## src/arith_cfg.svh

```systemverilog
// address map, widths, reset values and timing counts of the arithmetic unit
`ifndef ARITH_CFG_SVH
`define ARITH_CFG_SVH

// ************************************************************
// register addresses on the second register page
// ************************************************************
`define OPA_B0_ADDR   8'hA2
`define OPA_B1_ADDR   8'hA3
`define ADD_B0_ADDR   8'hA4
`define ADD_B1_ADDR   8'hA5
`define ADD_B2_ADDR   8'hA6
`define ADD_B3_ADDR   8'hA7
`define DIV_TRIG_ADDR 8'hB1
`define OPB_B0_ADDR   8'hB2
`define OPB_B1_ADDR   8'hB3
`define RES_B0_ADDR   8'hB4
`define RES_B1_ADDR   8'h05
`define RES_B2_ADDR   8'hB6
`define RES_B3_ADDR   8'hB7
`define PRV_B0_ADDR   8'hC4
`define PRV_B1_ADDR   8'hC5
`define PRV_B2_ADDR   8'hC6
`define PRV_B3_ADDR   8'hC7

// ************************************************************
// reset values and fixed patterns
// ************************************************************
`define ZERO8         8'h00
`define ZERO16        16'h0000
`define ZERO32        32'h0000_0000
`define MIN16         16'h8000
`define ALL1_16       16'hFFFF

// ************************************************************
// barrel shifter and divider timing
// ************************************************************
`define SHIFT_LIMIT   6'h10
`define DIV_CYCLES    3'h5
`define DIV_DONE_CNT  (`DIV_CYCLES - 3'h1)
`define CNT_ONE       3'h1

`endif

```

## src/arith_pkg.sv

```systemverilog
// shared types of the arithmetic unit
package arith_pkg;

  // divider sequencer states
  typedef enum logic [0:0] {
    DIV_IDLE = 1'b0,
    DIV_RUN  = 1'b1
  } div_state_t;

  // multiplier second factor select
  typedef enum logic [1:0] {
    MUL_A_B    = 2'b00,
    MUL_A_A    = 2'b01,
    MUL_A_PREV = 2'b10,
    MUL_A_B2   = 2'b11
  } mul_cmd_t;

  // adder term select
  typedef enum logic [1:0] {
    ADD_NONE   = 2'b00,
    ADD_C      = 2'b01,
    ADD_PREV   = 2'b10,
    ADD_CAT_C  = 2'b11
  } add_src_t;

endpackage

```

## src/div_if.sv

```systemverilog
// carrier between the register set and the divider
`timescale 1ns/100ps
interface div_if;
  logic        start;      // one-cycle request
  logic [15:0] dividend;   // signed dividend
  logic [15:0] divisor;    // signed divisor
  logic [15:0] quotient;   // valid with done
  logic [15:0] remainder;  // valid with done
  logic        done;       // one-cycle completion
  logic        busy;       // division in flight

  // register side
  modport ctrl (output start, dividend, divisor,
                input  quotient, remainder, done, busy);
  // divider side
  modport unit (input  start, dividend, divisor,
                output quotient, remainder, done, busy);
endinterface : div_if

```

## src/div_core.sv

```systemverilog
// five-cycle signed 16-bit divider
`timescale 1ns/100ps
`include "arith_cfg.svh"
module div_core (
  // clock and reset
  input  wire logic core_clk_in,
  input  wire logic nrst_in,
  // request and answer
  div_if.unit       dv
);

  arith_pkg::div_state_t state;     // sequencer
  logic [2:0]            cnt;       // cycles since start
  logic [15:0]           num;       // latched dividend
  logic [15:0]           den;       // latched divisor
  logic                  bad;       // out-of-range operands
  logic [15:0]           q_calc;    // combinational quotient
  logic [15:0]           r_calc;    // combinational remainder

  // zero divisor or most-negative by minus one cannot be represented
  assign bad    = (den == `ZERO16) || ((num == `MIN16) && (den == `ALL1_16));
  assign q_calc = bad ? `ALL1_16 : 16'($signed(num) / $signed(den));
  assign r_calc = bad ? num : 16'($signed(num) % $signed(den));
  assign dv.busy = (state == arith_pkg::DIV_RUN);

  // ************************************************************
  // sequencer: result handed over after the fixed latency
  // ************************************************************
  always_ff @(posedge core_clk_in or negedge nrst_in) begin
    if (!nrst_in) begin
      state        <= arith_pkg::DIV_IDLE;
      cnt          <= 3'h0;
      num          <= `ZERO16;
      den          <= `ZERO16;
      dv.quotient  <= `ZERO16;
      dv.remainder <= `ZERO16;
      dv.done      <= 1'b0;
    end else begin
      dv.done <= 1'b0;
      if (dv.start) begin
        // a new trigger restarts the count
        num   <= dv.dividend;
        den   <= dv.divisor;
        cnt   <= `CNT_ONE;
        state <= arith_pkg::DIV_RUN;
      end else begin
        unique case (state)
          arith_pkg::DIV_IDLE: begin
            cnt <= 3'h0;
          end
          arith_pkg::DIV_RUN: begin
            cnt <= cnt + `CNT_ONE;
            if (cnt == `DIV_DONE_CNT) begin
              dv.quotient  <= q_calc;
              dv.remainder <= r_calc;
              dv.done      <= 1'b1;
              state        <= arith_pkg::DIV_IDLE;
            end
          end
        endcase
      end
    end
  end

endmodule // div_core

```

## src/arith_unit_operand_result_regs.sv

```systemverilog
// operand, result and previous-result registers of the arithmetic unit
`timescale 1ns/100ps
`include "arith_cfg.svh"
module arith_unit_operand_result_regs (
  // clock and reset
  input  wire logic       core_clk_in,
  input  wire logic       nrst_in,

  // register port from the core
  input  wire logic       page_sel_in,
  input  wire logic [7:0] sfr_addr_in,
  input  wire logic [7:0] sfr_wdata_in,
  input  wire logic       sfr_wr_in,
  input  wire logic       sfr_rd_in,
  output logic      [7:0] sfr_rdata_out,

  // control bits held by the control registers
  input  wire logic       capture_mode_sel_in,
  input  wire logic       capture_now_in,
  input  wire logic       result_view_sel_in,
  input  wire logic [1:0] mul_cmd_in,
  input  wire logic [1:0] add_src_in,
  input  wire logic [5:0] shift_amt_in,
  input  wire logic       arith_shift_in,

  // status
  output logic            div_mode_out,
  output logic            div_busy_out
);

  // ************************************************************
  // helper functions
  // ************************************************************

  // replace one byte lane of a 32-bit word
  function automatic logic [31:0] put_byte(input logic [31:0] w,
                                           input logic [1:0]  lane,
                                           input logic [7:0]  b);
    logic [31:0] r;

    r = w;
    r[lane*8 +: 8] = b;
    return r;
  endfunction

  // pick one byte lane of a 32-bit word
  function automatic logic [7:0] get_byte(input logic [31:0] w,
                                          input logic [1:0]  lane);
    return w[lane*8 +: 8];
  endfunction

  // signed shift, positive left, negative right, clamped to the range
  function automatic logic [31:0] barrel(input logic [31:0] v,
                                         input logic [5:0]  amt,
                                         input logic        keep_sign);
    logic [5:0]  mag;
    logic [31:0] l;

    mag = amt[5] ? 6'(-amt) : amt;
    if (mag > `SHIFT_LIMIT) begin
      mag = `SHIFT_LIMIT;
    end

    l = v << mag;

    if (!amt[5]) begin
      // arithmetic left keeps the sign bit in place
      return keep_sign ? {v[31], l[30:0]} : l;
    end

    return 32'($signed(v) >>> mag);
  endfunction

  // ************************************************************
  // storage
  // ************************************************************
  logic [15:0] operand_a;        // first factor / upper add half
  logic [15:0] operand_b;        // second factor / lower add half
  logic [31:0] addend_c;         // addition operand

  logic [31:0] result_reg;       // latest outcome, read-only
  logic [31:0] previous_result;  // saved outcome for feedback

  logic        div_mode;         // division owns result_reg

  // carrier to the divider
  div_if div_bus ();

  // ************************************************************
  // write decode
  // ************************************************************
  logic wr_hit;     // write on the arithmetic page
  logic wr_a0;      // operand_a low byte
  logic wr_a1;      // operand_a high byte
  logic wr_c_any;   // one of the addend bytes

  logic wr_trig;    // divisor low byte with trigger
  logic wr_b0;      // operand_b low byte, no trigger
  logic wr_b1;      // operand_b high byte

  logic [1:0] c_lane;  // addend byte lane addressed

  // registers are decoded only on the second page
  assign wr_hit   = sfr_wr_in && page_sel_in;
  assign wr_a0    = wr_hit && (sfr_addr_in == `OPA_B0_ADDR);
  assign wr_a1    = wr_hit && (sfr_addr_in == `OPA_B1_ADDR);

  assign wr_trig  = wr_hit && (sfr_addr_in == `DIV_TRIG_ADDR);
  assign wr_b0    = wr_hit && (sfr_addr_in == `OPB_B0_ADDR);
  assign wr_b1    = wr_hit && (sfr_addr_in == `OPB_B1_ADDR);

  assign wr_c_any = wr_hit && (sfr_addr_in >= `ADD_B0_ADDR)
                           && (sfr_addr_in <= `ADD_B3_ADDR);

  // lane is the low two address bits, A4H being lane zero
  assign c_lane   = sfr_addr_in[1:0];

  // ************************************************************
  // datapath: multiply, add, shift
  // ************************************************************
  logic [15:0] mul_second;   // chosen second factor
  logic [31:0] product;      // signed 16x16 product

  logic [31:0] add_term;     // chosen added term
  logic [31:0] left_term;    // product or concatenation
  logic [31:0] sum;          // adder output

  logic [31:0] shifted;      // barrel shifter output

  logic        cat_mode;     // 32-bit addition selected

  assign cat_mode = (add_src_in == arith_pkg::ADD_CAT_C);

  // second factor; both 00 and 11 multiply a by b
  assign mul_second = (mul_cmd_in == arith_pkg::MUL_A_A)    ? operand_a :
                      (mul_cmd_in == arith_pkg::MUL_A_PREV) ? previous_result[15:0] :
                      operand_b;
  // signed multiply of the two 16-bit factors
  assign product = 32'($signed(operand_a) * $signed(mul_second));

  // concatenation uses a as the upper half
  assign left_term = cat_mode ? {operand_a, operand_b} : product;

  // added term: nothing, addend, or the saved result
  assign add_term = (add_src_in == arith_pkg::ADD_NONE) ? `ZERO32 :
                    (add_src_in == arith_pkg::ADD_PREV) ? previous_result :
                    addend_c;

  // sum wraps at 32 bits; no overflow flag is produced
  assign sum = left_term + add_term;

  // the shifter sits in front of result_reg
  assign shifted = barrel(sum, shift_amt_in, arith_shift_in);

  // ************************************************************
  // divider request
  // ************************************************************
  // dividend a, divisor is high byte plus the byte being written
  assign div_bus.start    = wr_trig;
  assign div_bus.dividend = operand_a;
  assign div_bus.divisor  = {operand_b[15:8], sfr_wdata_in};

  // five-cycle divider
  div_core u_div (
    .core_clk_in (core_clk_in),
    .nrst_in     (nrst_in),
    .dv          (div_bus)
  );

  // ************************************************************
  // previous-result capture decision
  // ************************************************************
  logic cap_auto;    // operand_a low byte write in auto mode
  logic cap_manual;  // capture_now in manual mode

  logic cap_go;      // copy result_reg this edge

  assign cap_auto   = wr_a0 && !capture_mode_sel_in;
  assign cap_manual = capture_now_in && capture_mode_sel_in;

  assign cap_go     = cap_auto || cap_manual;

  // ************************************************************
  // next result value
  // ************************************************************
  logic [31:0] next_result;  // value for result_reg

  // divide result arrives unshifted and holds in division mode; otherwise track the datapath
  assign next_result = div_bus.done ? {div_bus.quotient, div_bus.remainder} :
                       div_mode     ? result_reg :
                       shifted;

  // ************************************************************
  // operand registers
  // ************************************************************
  // operand_a bytes, read/write
  always_ff @(posedge core_clk_in or negedge nrst_in) begin
    if (!nrst_in) begin
      operand_a <= `ZERO16;
    end else if (wr_a0) begin
      operand_a[7:0] <= sfr_wdata_in;
    end else if (wr_a1) begin
      operand_a[15:8] <= sfr_wdata_in;
    end
  end

  // operand_b bytes; the trigger byte also lands in the low byte
  always_ff @(posedge core_clk_in or negedge nrst_in) begin
    if (!nrst_in) begin
      operand_b <= `ZERO16;
    end else if (wr_b0 || wr_trig) begin
      operand_b[7:0] <= sfr_wdata_in;
    end else if (wr_b1) begin
      operand_b[15:8] <= sfr_wdata_in;
    end
  end

  // addend bytes, low byte at the lowest address
  always_ff @(posedge core_clk_in or negedge nrst_in) begin
    if (!nrst_in) begin
      addend_c <= `ZERO32;
    end else if (wr_c_any) begin
      addend_c <= put_byte(addend_c, c_lane, sfr_wdata_in);
    end
  end

  // ************************************************************
  // mode, result and previous result
  // ************************************************************
  // division mode holds until a plain operand_b low write
  always_ff @(posedge core_clk_in or negedge nrst_in) begin
    if (!nrst_in) begin
      div_mode <= 1'b0;
    end else if (wr_trig) begin
      div_mode <= 1'b1;
    end else if (wr_b0) begin
      div_mode <= 1'b0;
    end
  end

  // result_reg has no write path from software
  always_ff @(posedge core_clk_in or negedge nrst_in) begin
    if (!nrst_in) begin
      result_reg <= `ZERO32;
    end else begin
      result_reg <= next_result;
    end
  end

  // the copy uses the registered value, so a capture on the same
  // edge as an operand_a low write saves the old outcome
  always_ff @(posedge core_clk_in or negedge nrst_in) begin
    if (!nrst_in) begin
      previous_result <= `ZERO32;
    end else if (cap_go) begin
      previous_result <= result_reg;
    end
  end

  // ************************************************************
  // read decode
  // ************************************************************
  logic        rd_hit;     // read on the arithmetic page
  logic [31:0] res_view;   // result bytes source

  logic [7:0]  rd_data;    // selected byte

  assign rd_hit = sfr_rd_in && page_sel_in;

  // result reads may show the saved outcome instead
  assign res_view = result_view_sel_in ? previous_result : result_reg;

  // unmapped addresses read as zero
  assign rd_data =
    // operand bytes
    (sfr_addr_in == `OPA_B0_ADDR)   ? operand_a[7:0]  :
    (sfr_addr_in == `OPA_B1_ADDR)   ? operand_a[15:8] :
    (sfr_addr_in == `ADD_B0_ADDR)   ? get_byte(addend_c, 2'h0) :
    (sfr_addr_in == `ADD_B1_ADDR)   ? get_byte(addend_c, 2'h1) :
    (sfr_addr_in == `ADD_B2_ADDR)   ? get_byte(addend_c, 2'h2) :
    (sfr_addr_in == `ADD_B3_ADDR)   ? get_byte(addend_c, 2'h3) :
    (sfr_addr_in == `DIV_TRIG_ADDR) ? operand_b[7:0]  :
    (sfr_addr_in == `OPB_B0_ADDR)   ? operand_b[7:0]  :
    (sfr_addr_in == `OPB_B1_ADDR)   ? operand_b[15:8] :
    // result bytes
    (sfr_addr_in == `RES_B0_ADDR)   ? get_byte(res_view, 2'h0) :
    (sfr_addr_in == `RES_B1_ADDR)   ? get_byte(res_view, 2'h1) :
    (sfr_addr_in == `RES_B2_ADDR)   ? get_byte(res_view, 2'h2) :
    (sfr_addr_in == `RES_B3_ADDR)   ? get_byte(res_view, 2'h3) :
    // saved result bytes
    (sfr_addr_in == `PRV_B0_ADDR)   ? get_byte(previous_result, 2'h0) :
    (sfr_addr_in == `PRV_B1_ADDR)   ? get_byte(previous_result, 2'h1) :
    (sfr_addr_in == `PRV_B2_ADDR)   ? get_byte(previous_result, 2'h2) :
    (sfr_addr_in == `PRV_B3_ADDR)   ? get_byte(previous_result, 2'h3) :
    `ZERO8;

  // ************************************************************
  // output registers
  // ************************************************************
  // read data holds until the next read is taken
  always_ff @(posedge core_clk_in or negedge nrst_in) begin
    if (!nrst_in) begin
      sfr_rdata_out <= `ZERO8;
    end else if (rd_hit) begin
      sfr_rdata_out <= rd_data;
    end
  end

  // status mirrors; mode one cycle behind, busy rises with the trigger edge and falls one cycle after the divider
  always_ff @(posedge core_clk_in or negedge nrst_in) begin
    if (!nrst_in) begin
      div_mode_out <= 1'b0;
      div_busy_out <= 1'b0;
    end else begin
      div_mode_out <= div_mode;
      div_busy_out <= div_bus.busy || div_bus.start;
    end
  end

endmodule // arith_unit_operand_result_regs

```

## config.mk

```make
export PLATFORM = sky130hd
export DESIGN_NAME = arith_unit_operand_result_regs
export DESIGN_NICKNAME = d
export VERILOG_FILES = /design/src/arith_pkg.sv /design/src/div_if.sv /design/src/div_core.sv /design/src/arith_unit_operand_result_regs.sv
export VERILOG_INCLUDE_DIRS = /design/src
export SDC_FILE = /design/constraint.sdc
export NUM_CORES = 2
export LEC_CHECK = 0
export BUFFER_PORTS_ARGS = -buffer_cell sky130_fd_sc_hd__buf_2
export CAP_MARGIN = 20
export CORE_ASPECT_RATIO = 2
export CORE_MARGIN = 4
export CORE_UTILIZATION = 55
export CTS_BUF_LIST = sky130_fd_sc_hd__clkbuf_8
export CTS_CLUSTER_SIZE = 20
export DETAILED_ROUTE_END_ITERATION = 7
export PLACE_DENSITY = 0.81
export SLEW_MARGIN = 10
export SYNTH_ARGS = -nofsm -noshare
export SYNTH_HDL_FRONTEND = slang
export SYNTH_SLANG_ARGS = --single-unit
```

## constraint.sdc

```tcl
create_clock -name core_clk_in -period 61.2 [get_ports core_clk_in]
set_input_delay 12.24 -clock core_clk_in [delete_from_list [all_inputs] [get_ports core_clk_in]]
set_output_delay 12.24 -clock core_clk_in [all_outputs]
set_load 0.03 [all_outputs]
```

==> results.cfg <==
[status]
outcome = finished with violations
violations = DRC

[worst_setup_path]
slowest_delay_ns = 0.89
worst_setup_path_start_kind = register
path_class = register to register
setup.worst_path.end = u_div.dv.remainder[13]
startpoint = u_div.den[0]
cp-end-kind = register
worstReg2RegStart = u_div.den[0]
crit_arrival_ns = 39.45
r2r_setup_slack_ns = 22.19
crit_top_cell = ha_1
cp_slowest_cell = o211ai_1
path_max_fanout = 24
rr_endpoint = u_div.dv.remainder[13]
ff2ff_path_depth = 139
worstPathRequired_ns = 61.64

[clock_network]
clock-root-buffer = clkbuf_8
ctsHoldBuffers = 0
cts_tree = built
htree_levels = 1
cts_buffers = 29
cts_setup_buffers = 0
clockBufferDepth = 3
clk-insertion-delay-late_ns = 0.62
numClockSinks = 208
clk_pin_slew_ns = 0.08
cts_resized = 0

[synth]
ys_types = 107
async_reset_ff_share_pct = 100
yosys.area.top_type = fa_1
synth_cells = 4518
ys_warn_count = 0
synth-seq-area-share_pct = 14.9
synth_top_area_share_pct = 15.1
ys_seq_elements = 208
syn_area_um2 = 34900
synthTopCellsByArea = fa_1 15%, dfrtp_1 15%, ha_1 9.4%
synth_ff_type = dfrtp_1
synth.net_count = 5080
synth_edf_count = 0
postSynthAreaPerCell_um2 = 7.73

[die]
dieArea_um2 = 67800
row_count = 130
die_h_um = 364
start_util_pct = 55.5
fp.dieW_um = 186
coreArea_um2 = 62900
io_pins = 45

[timing]
setup_viol = 0
finalHoldViolCount = 0
worst_slew_pin_slew_ns = 1.25
fin_tns_setup_ns = 0
setup_slack_ns = 22.19
grt_setup_unrepaired = false
fin_crit_sh_pct = 63.7
finClkSkew_ns = 0.0309
period_minus_slack_ns = 39.01
timing.fmax_mhz = 25.6
drv_slew = 0
relSlewSlack_pct = 15.7

[final_layout]
register_area_um2 = 5210
drive_gt1_share_pct = 9.05
fill_cells = 5904
fin_nets = 5005
layout_commonest_cell = nand2_1
area_growth_pct = 5.47
multi_input_area_um2 = 27500
final_cell_mix = 666 x nand2_1, 376 x nor2_1, 365 x inv_1

[route]
dr.pass1.iters = 8
num_vias = 36100
drc = 10
routed_wirelength_um = 159000
drt_iter0_markers = 3399
ant_nets = 0
wire_per_inst_um = 30.1
viasPerCell = 6.84

[place]
place_congestion = 1.09
io_buffers = 44
hpwl_um = 124000
dp_slack_ns = 23.20

[global_route]
grt_busiest_layer = met2
grt_use_met3_pct = 14.2
grt-ovfl-total = 0
gr-usage-met1_pct = 40.1
antenna_found_initial = 12
grt_pass1_wl_um = 233000
grt_max_degree = 75
grt_use_total_pct = 46.6
grtUsageMet2_pct = 78.1
grt_pass1_vias = 36900

[min_path]
hp-start = sfr_rdata_out[0]
hold_path.class = register to register

[job]
maxCapViolations = 0
[cell usage after synthesis (7+ instances only)]
master       n
nand2_1    666
nor2_1     377
inv_1      363
a21oi_1    310
o21ai_0    310
fa_1       264
ha_1       263
clkbuf_1   213
dfrtp_1    208
mux2_2     127
xnor2_1    118
and2_1      97
nand3_1     94
nor3_1      91
mux2i_1     76
xor2_1      76
o211ai_1    56
o21a_1      53
a21o_1      51
nand2b_1    49
a221oi_1    39
and3_1      38
a211oi_1    37
a31oi_1     36
nor2b_1     34
o31ai_1     29
o22ai_1     27
a22oi_1     26
nand4_1     24
o221ai_1    24
or3_1       23
buf_1       21
or2_2       21
nor4_1      16
a21boi_0    14
o21bai_1    13
a2111oi_0   12
a222oi_1    12
nor3b_1     12
a211o_1      9
a32oi_1      9
nand3b_1     9
o31a_1       9
a21bo_2      8
a22o_1       7
[worst max-delay path: cells and delay by family (launching register included)]
kind                     cells  cell delay [ns]
AO/OA/AOI/OAI               63            18.82
XOR/XNOR                     1             0.18
adder cells (fa/ha/maj)     16             5.28
buffers and inverters       14             2.33
flip-flops                   1             0.51
multiplexers                 1             0.39
AND/OR/NAND/NOR             44            11.29
[logic make-up (layout without fill, tap and decap cells)]
logic type / after synthesis / after routing / synth area share (%)
and+or+nand+nor: 1585 / 1585 / 20.6
AOI/OAI and AO/OA: 1186 / 1186 / 22.1
muxes: 204 / 204 / 6.30
xor gates and xnor gates: 195 / 195 / 4.91
adders and majority gates: 527 / 527 / 24.6
buffers and inverters: 613 / 561 / 6.71
DFF: 208 / 208 / 14.9
other: 0 / 14 / 0
[how the worst min path moves through the flow]
stage | to | slack [ns] | depth (start not counted)
global route | sfr_rdata_out[7] | 0.51 | 2
floorplan | div_mode_out | 0.39 | 0
CTS | sfr_rdata_out[0] | 0.48 | 2
finish | sfr_rdata_out[0] | 0.48 | 2
detailed placement | sfr_rdata_out[0] | 0.47 | 2
global placement | sfr_rdata_out[3] | 0.46 | 2
[metrics by stage]
step | utilization [%] | instances | instance area, µm² | hold slack (ns)
CTS | 58.2 | 5243 | 36600 | 0.481
global placement | 57.0 | 5186 | 35900 | 0.457
detailed placement | 57.0 | 5189 | 35900 | 0.465
floorplan | - | 4518 | 34900 | 0.392
finish | 58.5 | 5272 | 36800 | 0.475
global route | 58.5 | 5260 | 36800 | 0.508
[layout make-up]
cell class              count  area share (%)
well taps                 792            2.69
inverters                 367            3.74
clock buffers              41            1.53
repair buffers            140            2.63
diodes                     14          0.0951
flip-flops and latches    208            14.1
multi-input cells        3697            74.6
clock inverters            13           0.547
[routing by layer]
metal | vias to the layer above | routed length, µm | part of all wire [%]
met3 | 1162 | 11900 | 7.5
met1 | 17100 | 45000 | 28
met2 | 2167 | 77300 | 49
met5 | - | 13 | 0.0082
li1 | 15600 | - | -
met4 | 2 | 24600 | 15
Power is left out: the tool's default activity adds up to more than one toggle a clock period on the data nets, which glitch-free logic cannot reach.
